$ cat src/rtl/wdr_pkg.sv
// package for the watchdog reload and service block
// Contract
// - reload count: byte, write-only, resets to 0Fh
// - watchdog idle until first reload-count write; a match error before it still raises the reset request
// - each later reload-count write restarts counter
// - writes cross from bus to watchdog domain
// - match byte 5Ch reloads counter when enabled
// - any other match byte raises watchdog error
// - two match writes per watchdog tick error
// - match writes ignored while servicing disabled
// - timer input is slow clock over six ratios
// - underflow rate is input over preset plus one
// - config bit picks input or underflow clock
// - no service within count resets the device
// - last-touch flag set while transfer pending
// - restart bit reloads timer, self-clears on edge
package wdr_pkg;
    // register byte addresses
    localparam logic [7:0] ADDR_CONFIG = 8'h00;
    localparam logic [7:0] ADDR_PRESCALE = 8'h04;
    localparam logic [7:0] ADDR_TIMER_RELOAD = 8'h08;
    localparam logic [7:0] ADDR_TIMER_CTRL = 8'h0C;
    localparam logic [7:0] ADDR_RELOAD_COUNT = 8'h10;
    localparam logic [7:0] ADDR_SERVICE_MATCH = 8'h14;
    localparam logic [7:0] ADDR_IRQ_STATUS = 8'h18;
    localparam logic [7:0] ADDR_IRQ_MASK = 8'h1C;
    // field positions in the config register
    localparam int CFG_CLK_SEL_BIT = 4;
    localparam int CFG_MATCH_EN_BIT = 5;
    // field positions in the timer control register
    localparam int CTRL_RESTART_BIT = 0;
    localparam int CTRL_TC_BIT = 1;
    localparam int CTRL_LTD_BIT = 3;
    // interrupt status bits
    localparam int IRQ_EXPIRE_BIT = 0;
    localparam int IRQ_ERROR_BIT = 1;
    localparam int IRQ_TC_BIT = 2;
    // values after reset, the match key and the largest prescale code
    localparam logic [7:0] RELOAD_COUNT_RST = 8'h0F;
    localparam logic [15:0] TIMER_RELOAD_RST = 16'hFFFF;
    localparam logic [7:0] MATCH_KEY = 8'h5C;
    localparam logic [2:0] PRESCALE_MAX = 3'h5;
    // slow clock tick period in ref_clk cycles (32.768 kHz nominal)
    localparam int SLOW_DIV_RST = 305;
    // bus write request carried into the watchdog domain
    typedef struct packed {
        logic load;        // reload-count write pending
        logic service;     // good match service pending
        logic error;       // bad match write pending
    } wdr_req_type;
endpackage : wdr_pkg

$ cat src/rtl/wdr_top.sv
// watchdog reload, match service and timer clock chain with apb access
//
// Implementation choices: the APB register port and the register offsets.
`timescale 1ns/10ps
module wdr_top #(
    parameter int SLOW_DIV = wdr_pkg::SLOW_DIV_RST
) (
    ref_clk,
    rst,
    psel,
    penable,
    pwrite,
    paddr,
    pwdata,
    prdata,
    pready,
    pslverr,
    wd_reset_req,
    irq
);
    import wdr_pkg::*;
    // overview: software writes a reload count that starts the watchdog,
    // then keeps it alive by rewriting the count or by writing the match
    // key; a wrong key or a second key write in one watchdog tick is an
    // error that raises the same reset request as a counter expiry.
    // the slow side is not a real second clock here: it is a strobe
    // divided from ref_clk, so every register stays in one domain and
    // the crossing is modelled as a request held until the next tick.
    // trade-off: no synchroniser flops are needed, but the latency seen
    // by software is up to one full watchdog tick, never more.
    // the reset request output is a level that stays high until the
    // system reset clears it; the device reset logic outside decides
    // how long to act on it.
    // the interrupt output only mirrors the masked sticky status bits,
    // so software must read the status register to drop it.
    input wire logic ref_clk;
    input wire logic rst;
    input wire logic psel;
    input wire logic penable;
    input wire logic pwrite;
    input wire logic [7:0] paddr;
    input wire logic [31:0] pwdata;
    output logic [31:0] prdata;
    output logic pready;
    output logic pslverr;
    output logic wd_reset_req;
    output logic irq;

    // apb decode: zero-wait, answer in the access cycle itself
    // a write takes effect at the access edge; reads are latched at the
    // setup edge so prdata already stands when pready rises.
    // misaligned or out-of-range addresses never reach a register.
    logic wr_ok;
    logic rd_ok;
    logic mapped;
    assign mapped = (paddr[1:0] == 2'h0) && (paddr <= ADDR_IRQ_MASK);
    assign wr_ok = psel && penable && pwrite && mapped;
    assign rd_ok = psel && penable && !pwrite && mapped;

    // software registers
    logic [7:0] config_ff;          // timer_watchdog_config
    logic [2:0] prescale_ff;        // slow_clock_prescale
    logic [15:0] timer_reload_ff;   // timer_reload_value
    logic [7:0] reload_count_ff;    // watchdog_reload_count
    logic restart_ff;               // timer restart request
    logic tc_ff;                    // terminal count flag
    logic [2:0] irq_stat_ff;        // sticky event bits
    logic [2:0] irq_mask_ff;        // event enables
    logic [31:0] prdata_ff;
    logic pslverr_ff;
    logic pready_ff;

    // slow clock tick and timer chain (watchdog domain strobes)
    logic [8:0] slow_cnt_ff;        // ref_clk cycles per slow tick
    logic slow_tick;
    logic [4:0] pre_cnt_ff;         // prescaler divider
    logic in_tick;                  // timer_input_clock edge
    logic [15:0] timer_cnt_ff;      // timer down counter
    logic out_tick;                 // timer_underflow_clock edge
    logic wd_tick;                  // selected watchdog clock edge

    // crossing: bus-side pending request and its watchdog-side take-up
    wdr_req_type pend_ff;           // requests waiting for a watchdog tick
    logic [7:0] wd_count_ff;        // watchdog down counter
    logic wd_run_ff;                // watchdog started
    logic svc_seen_ff;              // a match write landed in this tick
    logic expire;
    logic bad_write;
    logic good_write;
    logic [2:0] events;

    // slow clock reference: the block has a single clock, so the
    // slow clock is modelled as a tick divided from ref_clk
    // limitation: the divider restarts on every system reset, so the
    // phase of the first tick is fixed relative to reset release.
    // the counter is 9 bits wide, so SLOW_DIV may not exceed 512.
    always_ff @(posedge ref_clk or posedge rst) begin
        if (rst) begin
            slow_cnt_ff <= 9'h000;
        end else if (slow_cnt_ff == 9'(SLOW_DIV - 1)) begin
            slow_cnt_ff <= 9'h000;
        end else begin
            slow_cnt_ff <= slow_cnt_ff + 9'h001;
        end
    end
    assign slow_tick = (slow_cnt_ff == 9'(SLOW_DIV - 1));

    // prescaler: divide slow tick by 1,2,4,8,16 or 32
    // the divider runs freely from reset, so a change of ratio takes
    // effect at the next roll-over of the selected bits.
    always_ff @(posedge ref_clk or posedge rst) begin
        if (rst) begin
            pre_cnt_ff <= 5'h00;
        end else if (slow_tick) begin
            pre_cnt_ff <= pre_cnt_ff + 5'h01;
        end
    end
    // in_tick fires when the low prescale bits roll over
    assign in_tick = slow_tick &&
        ((pre_cnt_ff & 5'((6'h01 << prescale_ff) - 6'h01)) ==
        5'((6'h01 << prescale_ff) - 6'h01));

    // timer: reload on underflow or restart, counts input ticks
    // a pending restart reloads on the next input tick instead of
    // decrementing, and that tick is not reported as an underflow.
    // a preset of zero would underflow on every input tick.
    always_ff @(posedge ref_clk or posedge rst) begin
        if (rst) begin
            timer_cnt_ff <= TIMER_RELOAD_RST;
        end else if (in_tick) begin
            if (restart_ff || timer_cnt_ff == 16'h0000) begin
                timer_cnt_ff <= timer_reload_ff;
            end else begin
                timer_cnt_ff <= timer_cnt_ff - 16'h0001;
            end
        end
    end
    // underflow period is preset+1 input ticks
    assign out_tick = in_tick && !restart_ff && (timer_cnt_ff == 16'h0000);
    assign wd_tick = config_ff[CFG_CLK_SEL_BIT] ? in_tick : out_tick;

    // config, prescale and timer reload registers
    // config bits 0 to 3 are stored for software but lock nothing here;
    // bits 6 and 7 are reserved and always read as zero.
    always_ff @(posedge ref_clk or posedge rst) begin
        if (rst) begin
            config_ff <= 8'h00;
            prescale_ff <= 3'h0;
            timer_reload_ff <= TIMER_RELOAD_RST;
            irq_mask_ff <= 3'h0;
        end else if (wr_ok) begin
            case (paddr)
                ADDR_CONFIG: begin
                    config_ff <= {2'h0, pwdata[5:0]};
                end
                ADDR_PRESCALE: begin
                    // reserved divisor codes are refused, keep the old one
                    if (pwdata[2:0] <= PRESCALE_MAX) begin
                        prescale_ff <= pwdata[2:0];
                    end
                end
                ADDR_TIMER_RELOAD: begin
                    timer_reload_ff <= pwdata[15:0];
                end
                ADDR_IRQ_MASK: begin
                    irq_mask_ff <= pwdata[2:0];
                end
                default: begin
                end
            endcase
        end
    end

    // restart bit: set by software, cleared on the input edge it acts on
    // writing zero to the restart bit has no effect; a write in the cycle
    // of an input tick wins and acts on the next tick, so it is never lost.
    always_ff @(posedge ref_clk or posedge rst) begin
        if (rst) begin
            restart_ff <= 1'b0;
        end else if (wr_ok && paddr == ADDR_TIMER_CTRL && pwdata[CTRL_RESTART_BIT]) begin
            restart_ff <= 1'b1;
        end else if (in_tick) begin
            restart_ff <= 1'b0;
        end
    end

    // reload count register lives on the bus side
    always_ff @(posedge ref_clk or posedge rst) begin
        if (rst) begin
            reload_count_ff <= RELOAD_COUNT_RST;
        end else if (wr_ok && paddr == ADDR_RELOAD_COUNT) begin
            reload_count_ff <= pwdata[7:0];
        end
    end

    // match write decode
    // a key write is good whenever matching is enabled and its byte is right,
    // even when another key write has landed since the last watchdog tick;
    // such a repeated key write is also flagged as bad, though its byte is right.
    // with matching disabled both strobes stay low: the write is lost.
    assign good_write = wr_ok && paddr == ADDR_SERVICE_MATCH &&
        config_ff[CFG_MATCH_EN_BIT] && pwdata[7:0] == MATCH_KEY;
    assign bad_write = wr_ok && paddr == ADDR_SERVICE_MATCH &&
        config_ff[CFG_MATCH_EN_BIT] &&
        (pwdata[7:0] != MATCH_KEY || svc_seen_ff);

    // pending requests: held until the next watchdog tick takes them, so
    // a service only lands on the slow side after a tick of latency
    // a new write in the same cycle as the tick wins and stays pending,
    // so no request is ever lost at the boundary.
    // software must keep the count large enough to cover this latency.
    always_ff @(posedge ref_clk or posedge rst) begin
        if (rst) begin
            pend_ff <= '0;
        end else begin
            pend_ff.load <= (wr_ok && paddr == ADDR_RELOAD_COUNT) ||
                (pend_ff.load && !wd_tick);
            pend_ff.service <= good_write || (pend_ff.service && !wd_tick);
            pend_ff.error <= bad_write || (pend_ff.error && !wd_tick);
        end
    end

    // second match write before the tick is a double service
    // the set wins over the tick clear, so a key write at the tick edge
    // still guards the cycle that follows.
    always_ff @(posedge ref_clk or posedge rst) begin
        if (rst) begin
            svc_seen_ff <= 1'b0;
        end else if (good_write || bad_write) begin
            svc_seen_ff <= 1'b1;
        end else if (wd_tick) begin
            svc_seen_ff <= 1'b0;
        end
    end

    // watchdog counter: idle until first load, then counts watchdog ticks
    // a reload write beats a key service when both wait for one tick;
    // both load the same register, so the outcome is the same.
    // the counter parks at zero; expiry is decided separately below.
    always_ff @(posedge ref_clk or posedge rst) begin
        if (rst) begin
            wd_run_ff <= 1'b0;
            wd_count_ff <= RELOAD_COUNT_RST;
        end else if (wd_tick) begin
            if (pend_ff.load) begin
                wd_run_ff <= 1'b1;
                wd_count_ff <= reload_count_ff;
            end else if (pend_ff.service && wd_run_ff) begin
                wd_count_ff <= reload_count_ff;
            end else if (wd_run_ff && wd_count_ff != 8'h00) begin
                wd_count_ff <= wd_count_ff - 8'h01;
            end
        end
    end
    // expiry: count already at zero with no service arriving
    // it fires once: while the reset request stands the parked counter
    // would otherwise report a fresh expiry on every tick and keep the
    // cleared status bit from ever staying clear.
    assign expire = wd_tick && wd_run_ff && wd_count_ff == 8'h00 && !wd_reset_req &&
        !pend_ff.load && !pend_ff.service;

    // device reset request: sticky until the system reset clears it
    // expiry and a service error are merged here, so software cannot
    // tell them apart from this pin; the status register keeps them apart.
    always_ff @(posedge ref_clk or posedge rst) begin
        if (rst) begin
            wd_reset_req <= 1'b0;
        end else if (expire || (wd_tick && pend_ff.error)) begin
            wd_reset_req <= 1'b1;
        end
    end

    // terminal count flag, cleared by a read of timer control; set wins
    always_ff @(posedge ref_clk or posedge rst) begin
        if (rst) begin
            tc_ff <= 1'b0;
        end else if (out_tick) begin
            tc_ff <= 1'b1;
        end else if (rd_ok && paddr == ADDR_TIMER_CTRL) begin
            tc_ff <= 1'b0;
        end
    end

    // sticky interrupt status, cleared by read; a new event wins
    assign events = {out_tick, wd_tick && pend_ff.error, expire};
    always_ff @(posedge ref_clk or posedge rst) begin
        if (rst) begin
            irq_stat_ff <= 3'h0;
        end else if (rd_ok && paddr == ADDR_IRQ_STATUS) begin
            irq_stat_ff <= events;
        end else begin
            irq_stat_ff <= irq_stat_ff | events;
        end
    end

    // interrupt level: registered so the pin comes from a flop, at the
    // cost of one cycle of lag behind the status and mask bits.
    always_ff @(posedge ref_clk or posedge rst) begin
        if (rst) begin
            irq <= 1'b0;
        end else begin
            irq <= |(irq_stat_ff & irq_mask_ff);
        end
    end

    // read mux; write-only registers read as zero
    // the pending flag is read live so software can poll it before it
    // stops the clocks; the two write-only registers give no echo back.
    always_ff @(posedge ref_clk or posedge rst) begin
        if (rst) begin
            prdata_ff <= 32'h0000_0000;
        end else if (psel && !penable && !pwrite) begin
            case (paddr)
                ADDR_CONFIG: prdata_ff <= {24'h000000, config_ff};
                ADDR_PRESCALE: prdata_ff <= {29'h0, prescale_ff};
                ADDR_TIMER_RELOAD: prdata_ff <= {16'h0000, timer_reload_ff};
                ADDR_TIMER_CTRL: begin
                    prdata_ff <= {28'h0, pend_ff.load | pend_ff.service |
                        pend_ff.error, 1'b0, tc_ff, restart_ff};
                end
                ADDR_IRQ_STATUS: prdata_ff <= {29'h0, irq_stat_ff};
                ADDR_IRQ_MASK: prdata_ff <= {29'h0, irq_mask_ff};
                default: prdata_ff <= 32'h0000_0000;
            endcase
        end
    end

    // ready in the access cycle; unmapped or misaligned gives an error
    // every transfer takes exactly one access cycle, so a master that
    // waits for pready never stalls here.
    always_ff @(posedge ref_clk or posedge rst) begin
        if (rst) begin
            pready_ff <= 1'b0;
            pslverr_ff <= 1'b0;
        end else begin
            pready_ff <= psel && !penable;
            pslverr_ff <= psel && !penable && !mapped;
        end
    end
    assign prdata = prdata_ff;
    assign pready = pready_ff;
    assign pslverr = pslverr_ff;

endmodule // wdr_top

$ cat config.mk
export PLATFORM = sky130hd
export DESIGN_NAME = wdr_top
export DESIGN_NICKNAME = d
export VERILOG_FILES = /design/src/rtl/wdr_pkg.sv /design/src/rtl/wdr_top.sv
export SDC_FILE = /design/constraint.sdc
export NUM_CORES = 1
export LEC_CHECK = 0
export BUFFER_PORTS_ARGS = -buffer_cell sky130_fd_sc_hd__buf_2
export CORE_MARGIN = 2
export CORE_UTILIZATION = 35
export DETAILED_ROUTE_END_ITERATION = 12
export HOLD_SLACK_MARGIN = 0.03
export PLACE_DENSITY = 0.58
export REMOVE_ABC_BUFFERS = 1
export SYNTH_ARGS = -nofsm -noshare
export SYNTH_HDL_FRONTEND = slang
export SYNTH_SLANG_ARGS = --single-unit
$ cat constraint.sdc
create_clock -name ref_clk -period 7.4 [get_ports ref_clk]
set_clock_uncertainty 0.05 [all_clocks]
set_input_delay 0.74 -clock ref_clk [delete_from_list [all_inputs] [get_ports ref_clk]]
set_output_delay 0.74 -clock ref_clk [all_outputs]
set_load 0.02 [all_outputs]
Yosys cells after proc, flatten, opt, wreduce, memory -nomap -nowiden
Index checks and enable logic that the tools add are counted.
- flip-flop bits (word level): 120
- bits in latches: 0
- memory bits (writable): 0
- bits in read-only memories: 0
- input bits: 45
- word-level logic and storage cells: 123
- memories: 0
- add/subtract/negate cells: 5
- multiply operators: 0
- div/mod/pow operators: 0
- magnitude comparators: 2
- equality and inequality tests: 11
- shift-type cells: 1
- multiplexer cells: 14
- bitwise operators: 5
- reduce and logical (&&, ||, !) cells: 63
- operators by type and width (kind ; number):
    $pmux W16 S6 ; 1
    $eq A8 B5 Y1 const B ; 4
    $logic_and A1 B1 Y1 ; 32
    $mux W8 ; 3
    $eq A8 B4 Y1 const B ; 2
    $logic_not A16 Y1 ; 1
    $logic_not A8 Y1 ; 2
    $mux W16 ; 1
    $sub A16 B1 Y16 const B ; 1
    $reduce_and A2 Y1 ; 5
    $add A9 B1 Y9 const B ; 1
    $eq A9 B9 Y1 const B ; 1
    $mux W9 ; 1
    $eq A8 B3 Y1 const B ; 1
    $eq A8 B7 Y1 const B ; 1
    $le A8 B5 Y1 const B ; 1
    $logic_not A1 Y1 ; 8
    $ne A8 B7 Y1 const B ; 1
    $reduce_bool A8 Y1 ; 1
    $sub A8 B1 Y8 const B ; 1
    $logic_or A1 B1 Y1 ; 7
    $mux W1 ; 7
    $reduce_bool A2 Y1 ; 3
    $add A5 B1 Y5 const B ; 1
    other kinds (13) ; 14

Logic depth before layout (Yosys ltp)
Gate-level depths: netlist of the first run.
- depth in word-level cells: 15
- gate-level depth with buffers: 9
- mapped depth without buffers: 7

Worst setup path after synthesis of the first run
Ideal clock, no wire load.
- path kind: in2reg
- from: in paddr[5]
- to: reg timer_reload_ff[0]
- setup time: 0.082 ns
- arrival time: 2.497 ns
- required time: 7.268 ns
- setup slack: 4.771 ns
- stages: 7
- path buffers: 2
- cell sequence: or3_1 clkbuf_1 nor2_1 nand2_1 nor4_4 buf_4 mux2_2
- longest elaborated chain between the ends: 4
- elaborated cells between the ends (all ways): 5
- classes of those cells: 1 x order compare; 1 x eq/ne; 3 x reduce/logical
- RTL lines (element ; line ; source):
    from (decl) ; wdr_top.sv:41 ; input wire logic [7:0] paddr;
    $le A8 B5 Y1 ; wdr_top.sv:56 ; assign mapped = (paddr[1:0] == 2'h0) && (paddr <= ADDR_IRQ_MASK);
    $logic_and A1 B1 Y1 ; wdr_top.sv:56 ;
    $logic_and A1 B1 Y1 ; wdr_top.sv:57 ; assign wr_ok = psel && penable && pwrite && mapped;
    $reduce_and A2 Y1 (no line) (*) ; -- ;
    to (signal assigned) ; wdr_top.sv:163 ; timer_reload_ff <= pwdata[15:0];
    to (decl) ; wdr_top.sv:63 ; logic [15:0] timer_reload_ff;
Every way passes the cells marked *; elsewhere a longest branch is shown, timed or not.
A chain may end at the register's enable or synchronous reset.

Final worst setup path of the first run
- from: reg timer_cnt_ff[0]
- to: reg timer_cnt_ff[7]
- longest elaborated chain between the ends: 3
- elaborated cells between the ends (all ways): 4
- classes of those cells: 1 x add/sub; 1 x mux; 2 x reduce/logical
- RTL lines (element ; line ; source):
    from (decl) ; wdr_top.sv:78 ; logic [15:0] timer_cnt_ff;
    from (signal assigned) ; wdr_top.sv:132 ; timer_cnt_ff <= timer_reload_ff;
    from (signal assigned) ; wdr_top.sv:134 ; timer_cnt_ff <= timer_cnt_ff - 16'h0001;
    parallel branches: the longest is 2 deep, another holds $sub A16 B1 Y16 ; -- ;
    $mux W16 (*) ; wdr_top.sv:131 ; if (restart_ff || timer_cnt_ff == 16'h0000) begin
Every way passes the cells marked *.

==> results of run 1 <==
## report_power, final
| group | switching [mW] | total (mW) | leakage [nW] | internal [mW] |
|---|---|---|---|---|
| sequential | 0.000346 | 0.571 | 1.26 | 0.570 |
| clock | 0.208 | 0.487 | 0.145 | 0.279 |
| combinational | 0.0345 | 0.0444 | 1.20 | 0.00989 |
## flip-flops by register name (all words and copies together), names as in the netlist
signal / cells
tc_ff: 1
wd_reset_req: 1
pend_ff: 3
restart_ff: 1
timer_cnt_ff: 16
slow_cnt_ff: 9
pready: 1
reload_count_ff: 8
svc_seen_ff: 1
timer_reload_ff: 16
pre_cnt_ff: 5
irq_mask_ff: 3
irq_stat_ff: 3
irq: 1
prdata: 16
wd_run_ff: 1
pslverr: 1
config_ff: 6
prescale_ff: 3
wd_count_ff: 8
## through the flow
stage / setup slack (ns) / std cells / cell area, sq um / utilization / total power [mW]
3_3_place_gp: 4.13 / 720 / 5610 / 0.383 / 0.625
6_report: 4.46 / 735 / 5910 / 0.403 / 1.10
3_5_place_dp: 4.13 / 720 / 5610 / 0.383 / 0.626
4_1_cts: 4.45 / 735 / 5910 / 0.403 / 1.12
5_1_grt: 4.15 / 735 / 5910 / 0.403 / 1.15
2_1_floorplan: 3.94 / 486 / 5120 / - / 0.605
## synthesized netlist by cell type, types with 5 or more instances
library cell / number / area (sq um)
dfrtp_1: 64 / 1600
dfstp_2: 40 / 1050
nand2_1: 40 / 150
nor2_1: 37 / 139
mux2_2: 35 / 394
o21ai_0: 34 / 170
a21oi_1: 26 / 130
nand3_1: 23 / 115
buf_4: 19 / 143
nor3_1: 15 / 75.1
inv_1: 14 / 52.6
nand4_1: 12 / 75.1
a22o_1: 11 / 96.3
clkbuf_1: 11 / 41.3
mux2i_1: 7 / 70.1
nor4_1: 7 / 43.8
a31oi_1: 6 / 37.5
buf_2: 6 / 30.0
ha_1: 6 / 75.1
nand2b_1: 6 / 37.5
or3_1: 6 / 37.5
xor2_1: 6 / 52.6
a2bb2oi_1: 5 / 43.8
o22a_1: 5 / 43.8
or4_1: 5 / 37.5
## logic make-up (layout without fill, tap and decap cells)
family	Yosys count	after routing
AO/OA/AOI/OAI	120	120
XOR/XNOR	10	10
adder cells (fa/ha/maj)	6	6
buffers and inverters	51	80
flip-flops	104	104
multiplexers	42	42
other	1	16
AND/OR/NAND/NOR	173	173
## final cells by class
cell class,instances,area share
repair buffers,50,0.0432
well taps,184,0.0390
clock inverters,3,0.00720
multi-input cells,367,0.408
inverters,15,0.00996
flip-flops and latches,104,0.449
clock buffers,12,0.0434
## final timing paths
| path | start | to | slack [ns] | cells past startpoint |
|---|---|---|---|---|
| worst max-delay path | timer_cnt_ff[0]$_DFFE_PP1P_ | timer_cnt_ff[7]$_DFFE_PP1P_ | 4.46 | 7 |
| worst min register to register | pre_cnt_ff[4]$_DFFE_PP0N_ | pre_cnt_ff[4]$_DFFE_PP0N_ | 0.42 | 1 |
| min in group ref_clk | pre_cnt_ff[4]$_DFFE_PP0N_ | pre_cnt_ff[4]$_DFFE_PP0N_ | 0.42 | 1 |
| worst min-delay path | rst | prdata[1]$_DFFE_PP0P_ | 0.31 | 2 |
| worst max register to register | timer_cnt_ff[0]$_DFFE_PP1P_ | timer_cnt_ff[7]$_DFFE_PP1P_ | 4.46 | 7 |
| max in group asynchronous | rst | wd_count_ff[6]$_DFFE_PP0P_ | 5.71 | 3 |
## worst max-delay path: stages, from the launching register on
cell     delay [ns]
dfstp_2        0.55
inv_1          0.06
ha_1           0.24
or4b_1         0.34
o41a_1         0.99
inv_1          0.23
o21a_1         0.24
o22a_1         0.17
## metal layers
metal  global-route usage  wire length, um  up-vias
li1                     -                -     1910
met1                0.198             5310     1970
met2                0.252             5850      106
met3               0.0472              674       10
met4               0.0485              113        0
met5                    0                0        -
==> impl_results.md, run 1 <==
- Post-synth ARST share: 1.00
- Port Buf Inserts: 48
- Clock root buffer: clkbuf_16
- Reg clk slew, reported paths: 0.07 ns
- Setup TNS: 0 ns
- Detailed Place HPWL: 8500 um
- Site Rows: 44
- Vias in the first global route: 3967
- Post-route minimum period: 2.94 ns
- Clock tree buffer depth: 2
- DR pass1 iterations: 5
- Layout cells sized above 1: 0.276
- Xor and xnor area share after synthesis: 0.0166
- Total track usage: 0.155
- Sequential cell area: 2650 sq um
- Post-synthesis cell type count: 59
- H-tree lvl count: 3
- Post-synthesis sequential area ratio: 0.503
- Total core area: 14600 sq um
- Critical path required time: 7.63 ns
- Setup violations, final: 0
- Post-cts sizing count: 0
- CP max FO: 34
- Wire per inst: 16.3 um
- CP Capture Type: register
- Average size of a mapped cell: 10.4 sq um
- Starting Density: 0.360
- Worst hold-check path type: input pin to async pin
- Footprint of the multi-input gates: 2410 sq um
- WP data arrival: 3.17 ns
- Layout overhead on the synthesized area: 11.9%
- GRT Residual Overflow: 0
- Post-synthesis adder-cell area fraction: 0.0142
- Worst slew pin tran: 1.15 ns
- Initial antenna violation count: 0
- IR drop worst, VDD: 0.104 mV
- DR vias: 3996
- Initial drt markers: 286
- Multiplexer share of the synthesized area: 0.0880
- Yosys warning count: 0
- Full die area: 16100 sq um
- Slew headroom: 0.230
- Most common flop cell mapped by yosys: dfrtp_1
- PD cells: 187 nW/um^2
- Synth Cell Area: 5280 sq um
- Fmax: 0.340 GHz
- Largest net degree at the start of global routing: 79
- Simple-gate portion of the synthesized area: 0.176
- Placer Congestion: 0.865
- Number of vias per cell: 5.44
- Die height: 127 um
- NumNets Final: 598
- Chip width: 127 um
- Number of synthesized register bits: 104
- Leakage: 2.61 nW
- CTS tree: done
- Hold Buf Count CTS: 0
- Post-DRT Antenna Nets: 0
- Fillers: 1421
- Clk Latency, worst-skew pair: 0.35 ns
- Min Hold Slack: 0.308 ns
- Most common cell after layout, fill and taps aside: dfrtp_1
- DR DRC count: 0
- Final max-slew violation count: 0
- Hold Vio Cnt, Final: 0
- Routed wire length: 11900 um
- Max Cap Viol: 0
- IO Pins: 81
- RSZ-0062 raised after global routing: false
- Main combinational cell family by area after synthesis: simple AND/OR/NAND/NOR gates
- Antenna Diode Count: 0
- Status: completed
- Number of synthesized flops with an enable pin: 0
- Fin crit share: 0.398
- Setup Crit Path Kind: register to register
- First-pass GRT wire length: 20000 um
- Commonest cells after routing, fill and taps aside: dfrtp_1 (64), buf_2 (48), nand2_1 (40), dfstp_2 (40), nor2_1 (37)
- Gate Count Post-Synth: 507
- Startpoint types: register
- Setup Buffers After CTS: 0
- Compound-gate portion of the synthesized area: 0.151
- Total clock sinks: 104
- Clock buffer count from CTS: 9
Note: power is estimated with default switching activity, not from simulation.
==> run 2, diff against run 1 <==
--- a/config.mk
+++ b/config.mk
@@ -10,7 +10,7 @@
 export CORE_UTILIZATION = 35
 export DETAILED_ROUTE_END_ITERATION = 12
 export HOLD_SLACK_MARGIN = 0.03
-export PLACE_DENSITY = 0.58
+export PLACE_DENSITY = 0.6
 export REMOVE_ABC_BUFFERS = 1
 export SYNTH_ARGS = -nofsm -noshare
 export SYNTH_HDL_FRONTEND = slang
==> constraint.sdc (replaced) <==
create_clock -name ref_clk -period 2.7 [get_ports ref_clk]
set_clock_uncertainty 0.05 [all_clocks]
set_input_delay 0.27 -clock ref_clk [delete_from_list [all_inputs] [get_ports ref_clk]]
set_output_delay 0.27 -clock ref_clk [all_outputs]
set_load 0.02 [all_outputs]
==> run 2 against run 1 <==
Non-clock buffer count is 16 higher. Clock-buffer cell count fell by 2. Fmax rose by 21%. Critical path depth up 1. Register-to-register slack got worse by 4.2 ns. Global-route usage is 0.26 points lower. Via count is 1.6% higher. Combinational power increased to 2.9 times the previous value. Sequential cell count did not move. Wire length rose by 0.46%. Total power rose to 2.8 times the previous value. Utilization up 1.1 points. Critical endpoint is now timer_cnt_ff[9]$_DFFE_PP1P_.
==> impl_results.md, run 2 (synthesis gave the netlist of run 1 again) <==
- H-tree lvl count: 3 (unchanged)
- Vias in the first global route: 3920 (was 3967)
- Setup slack, reg-to-reg: 0.27 ns (was 4.46 ns)
- Worst hold-check path type: input pin to register (was input pin to async pin)
- Hold path cells: 2
- Final Cell Area: 6070 sq um (was 5910 sq um)
- Largest net degree at the start of global routing: 48 (was 79)
- Placed Cells: 735 (was 720)
- Fillers: 1423 (was 1421)
- Chip width: 127 um (unchanged)
- Hold Path Origin: penable
- DR pass1 iterations: 4 (was 5)
- Total track usage: 0.152 (was 0.155)
- Final std cells w/o fill: 752 (was 735)
- Layout overhead on the synthesized area: 15.1% (was 11.9%)
- CTS tree: done (unchanged)
- Number of vias per cell: 5.40 (was 5.44)
- Detailed Place HPWL: 8620 um (was 8500 um)
- Routed wire length: 12000 um (was 11900 um)
- Antenna Diode Count: 0 (unchanged)
- Full die area: 16100 sq um (unchanged)
- Initial antenna violation count: 0 (unchanged)
- Max Cap Viol: 0 (unchanged)
- Commonest cells after routing, fill and taps aside: dfrtp_1 (64), buf_2 (48), nand2_1 (40), dfstp_2 (40), nor2_1 (37) (unchanged)
- Slew headroom: 0.450 (was 0.230)
- Clock buffer count from CTS: 9 (unchanged)
- Critical path required time: 2.92 ns (was 7.63 ns)
- Startpoint types: register (unchanged)
- RSZ-0062 raised after global routing: false (unchanged)
- Reg clk slew, reported paths: 0.08 ns (was 0.07 ns)
- GRT Residual Overflow: 0 (unchanged)
- CP Capture Type: register (unchanged)
- WP data arrival: 2.64 ns (was 3.17 ns)
- Clock tree buffer depth: 2 (unchanged)
- Footprint of the multi-input gates: 2410 sq um (unchanged)
- Layout cells sized above 1: 0.296 (was 0.276)
- Final max-slew violation count: 0 (unchanged)
- Port Buf Inserts: 48 (unchanged)
- R2R Path Start: timer_cnt_ff[0]$_DFFE_PP1P_ (unchanged)
- NumNets Final: 614 (was 598)
- Die height: 127 um (unchanged)
- Clock root buffer: clkbuf_16 (unchanged)
- Overall power: 3.12 mW (was 1.10 mW)
- Hold Vio Cnt, Final: 0 (unchanged)
- First-pass GRT wire length: 19700 um (was 20000 um)
- Starting Density: 0.360 (unchanged)
- IR drop worst, VDD: 0.301 mV (was 0.104 mV)
- PD cells: 513 nW/um^2 (was 187 nW/um^2)
- Initial drt markers: 260 (was 286)
- Clk Latency, worst-skew pair: 0.35 ns (about the same)
- Status: completed (unchanged)
- Hold EP: pready$_DFF_PP0_
- Worst slew pin tran: 0.825 ns (was 1.15 ns)
- DR DRC count: 0 (unchanged)
- Most common cell after layout, fill and taps aside: dfrtp_1 (unchanged)
- Reg2reg path depth: 8 (was 7)
- CP max FO: 21 (was 34)
- Placer Congestion: 0.865 (about the same)
- Leakage: 2.71 nW (was 2.61 nW)
- Setup Crit Path Kind: register to register (unchanged)
- Post-DRT Antenna Nets: 0 (unchanged)
- Crit Reg-Reg Endpoint: timer_cnt_ff[9]$_DFFE_PP1P_ (was timer_cnt_ff[7]$_DFFE_PP1P_)
- Wire per inst: 16.0 um (was 16.3 um)
- Dpl cell area: 5750 sq um (was 5610 sq um)
- Setup violations, final: 0 (unchanged)
- Worst Setup SP: timer_cnt_ff[0]$_DFFE_PP1P_ (unchanged)
- Fin crit share: 0.898 (was 0.398)
- Fmax: 0.412 GHz (was 0.340 GHz)
- Total core area: 14600 sq um (unchanged)
- Sequential cell area: 2650 sq um (unchanged)
- Post-route minimum period: 2.43 ns (was 2.94 ns)
- Core Util, Final: 0.415 (was 0.403)
- Total clock sinks: 104 (unchanged)
- IO Pins: 81 (unchanged)
- Site Rows: 44 (unchanged)
- DR vias: 4060 (was 3996)
[run 2: area by class of cell]
cell class,instances,share of cell area
well taps,184,0.0379
clock buffers,10,0.0377
multi-input cells,367,0.397
repair buffers,66,0.0663
inverters,15,0.00968
clock inverters,6,0.0146
flip-flops and latches,104,0.437
[run 2: per-layer routing]
metal  share of wire  routed length (um)  track usage  vias to the layer above
met5               0                   0            0                        -
met4           0.022                 259       0.0569                        0
met3           0.038                 452       0.0329                       21
met2            0.47                5660        0.251                       97
met1            0.47                5630        0.197                     1993
li1                -                   -            -                     1949
[run 2: worst max-delay path by stage]
stage	end	cells after the start
final	timer_cnt_ff[9]$_DFFE_PP1P_	8
after detailed placement	wd_count_ff[7]$_DFFE_PP0P_	6
after global routing	wd_count_ff[1]$_DFFE_PP1P_	7
after floorplan	config_ff[0]$_DFFE_PP0P_	1
after global placement	wd_count_ff[1]$_DFFE_PP1P_	7
after CTS	timer_cnt_ff[9]$_DFFE_PP1P_	8
[run 2: critical path, stage by stage, from the launching register on]
cell and delay, ns:
dfstp_2 0.39, inv_1 0.07, ha_1 0.23, or4b_1 0.54, o41a_1 0.46, buf_4 0.21
inv_1 0.12, o21ai_0 0.10, a22oi_1 0.18
[run 2: per-stage QoR]
step | TNS (ns) | setup WS, ns | hold WS (ns)
3_3_place_gp | 0 | 0.347 | 0.236
5_1_grt | 0 | 0.120 | 0.0786
4_1_cts | 0 | 0.283 | 0.0737
6_report | 0 | 0.275 | 0.0767
3_5_place_dp | 0 | 0.300 | 0.243
2_1_floorplan | -21.00 | -0.286 | 0.304
[run 2: report_power, final]
part	switching, mW	total (mW)	internal [mW]
Clock	0.605	1.42	0.820
Combinational	0.0955	0.128	0.0323
Sequential	0.00102	1.56	1.56
[run 2: what timing repair did]
| item | CTS | global route |
|---|---|---|
| resized for setup | 0 | 0 |
| endpoints found under the setup margin | 0 | 0 |
| hold endpoints to repair | 12 | 0 |
| buffers inserted | 0 | 0 |
| hold buffers | 1 | 0 |
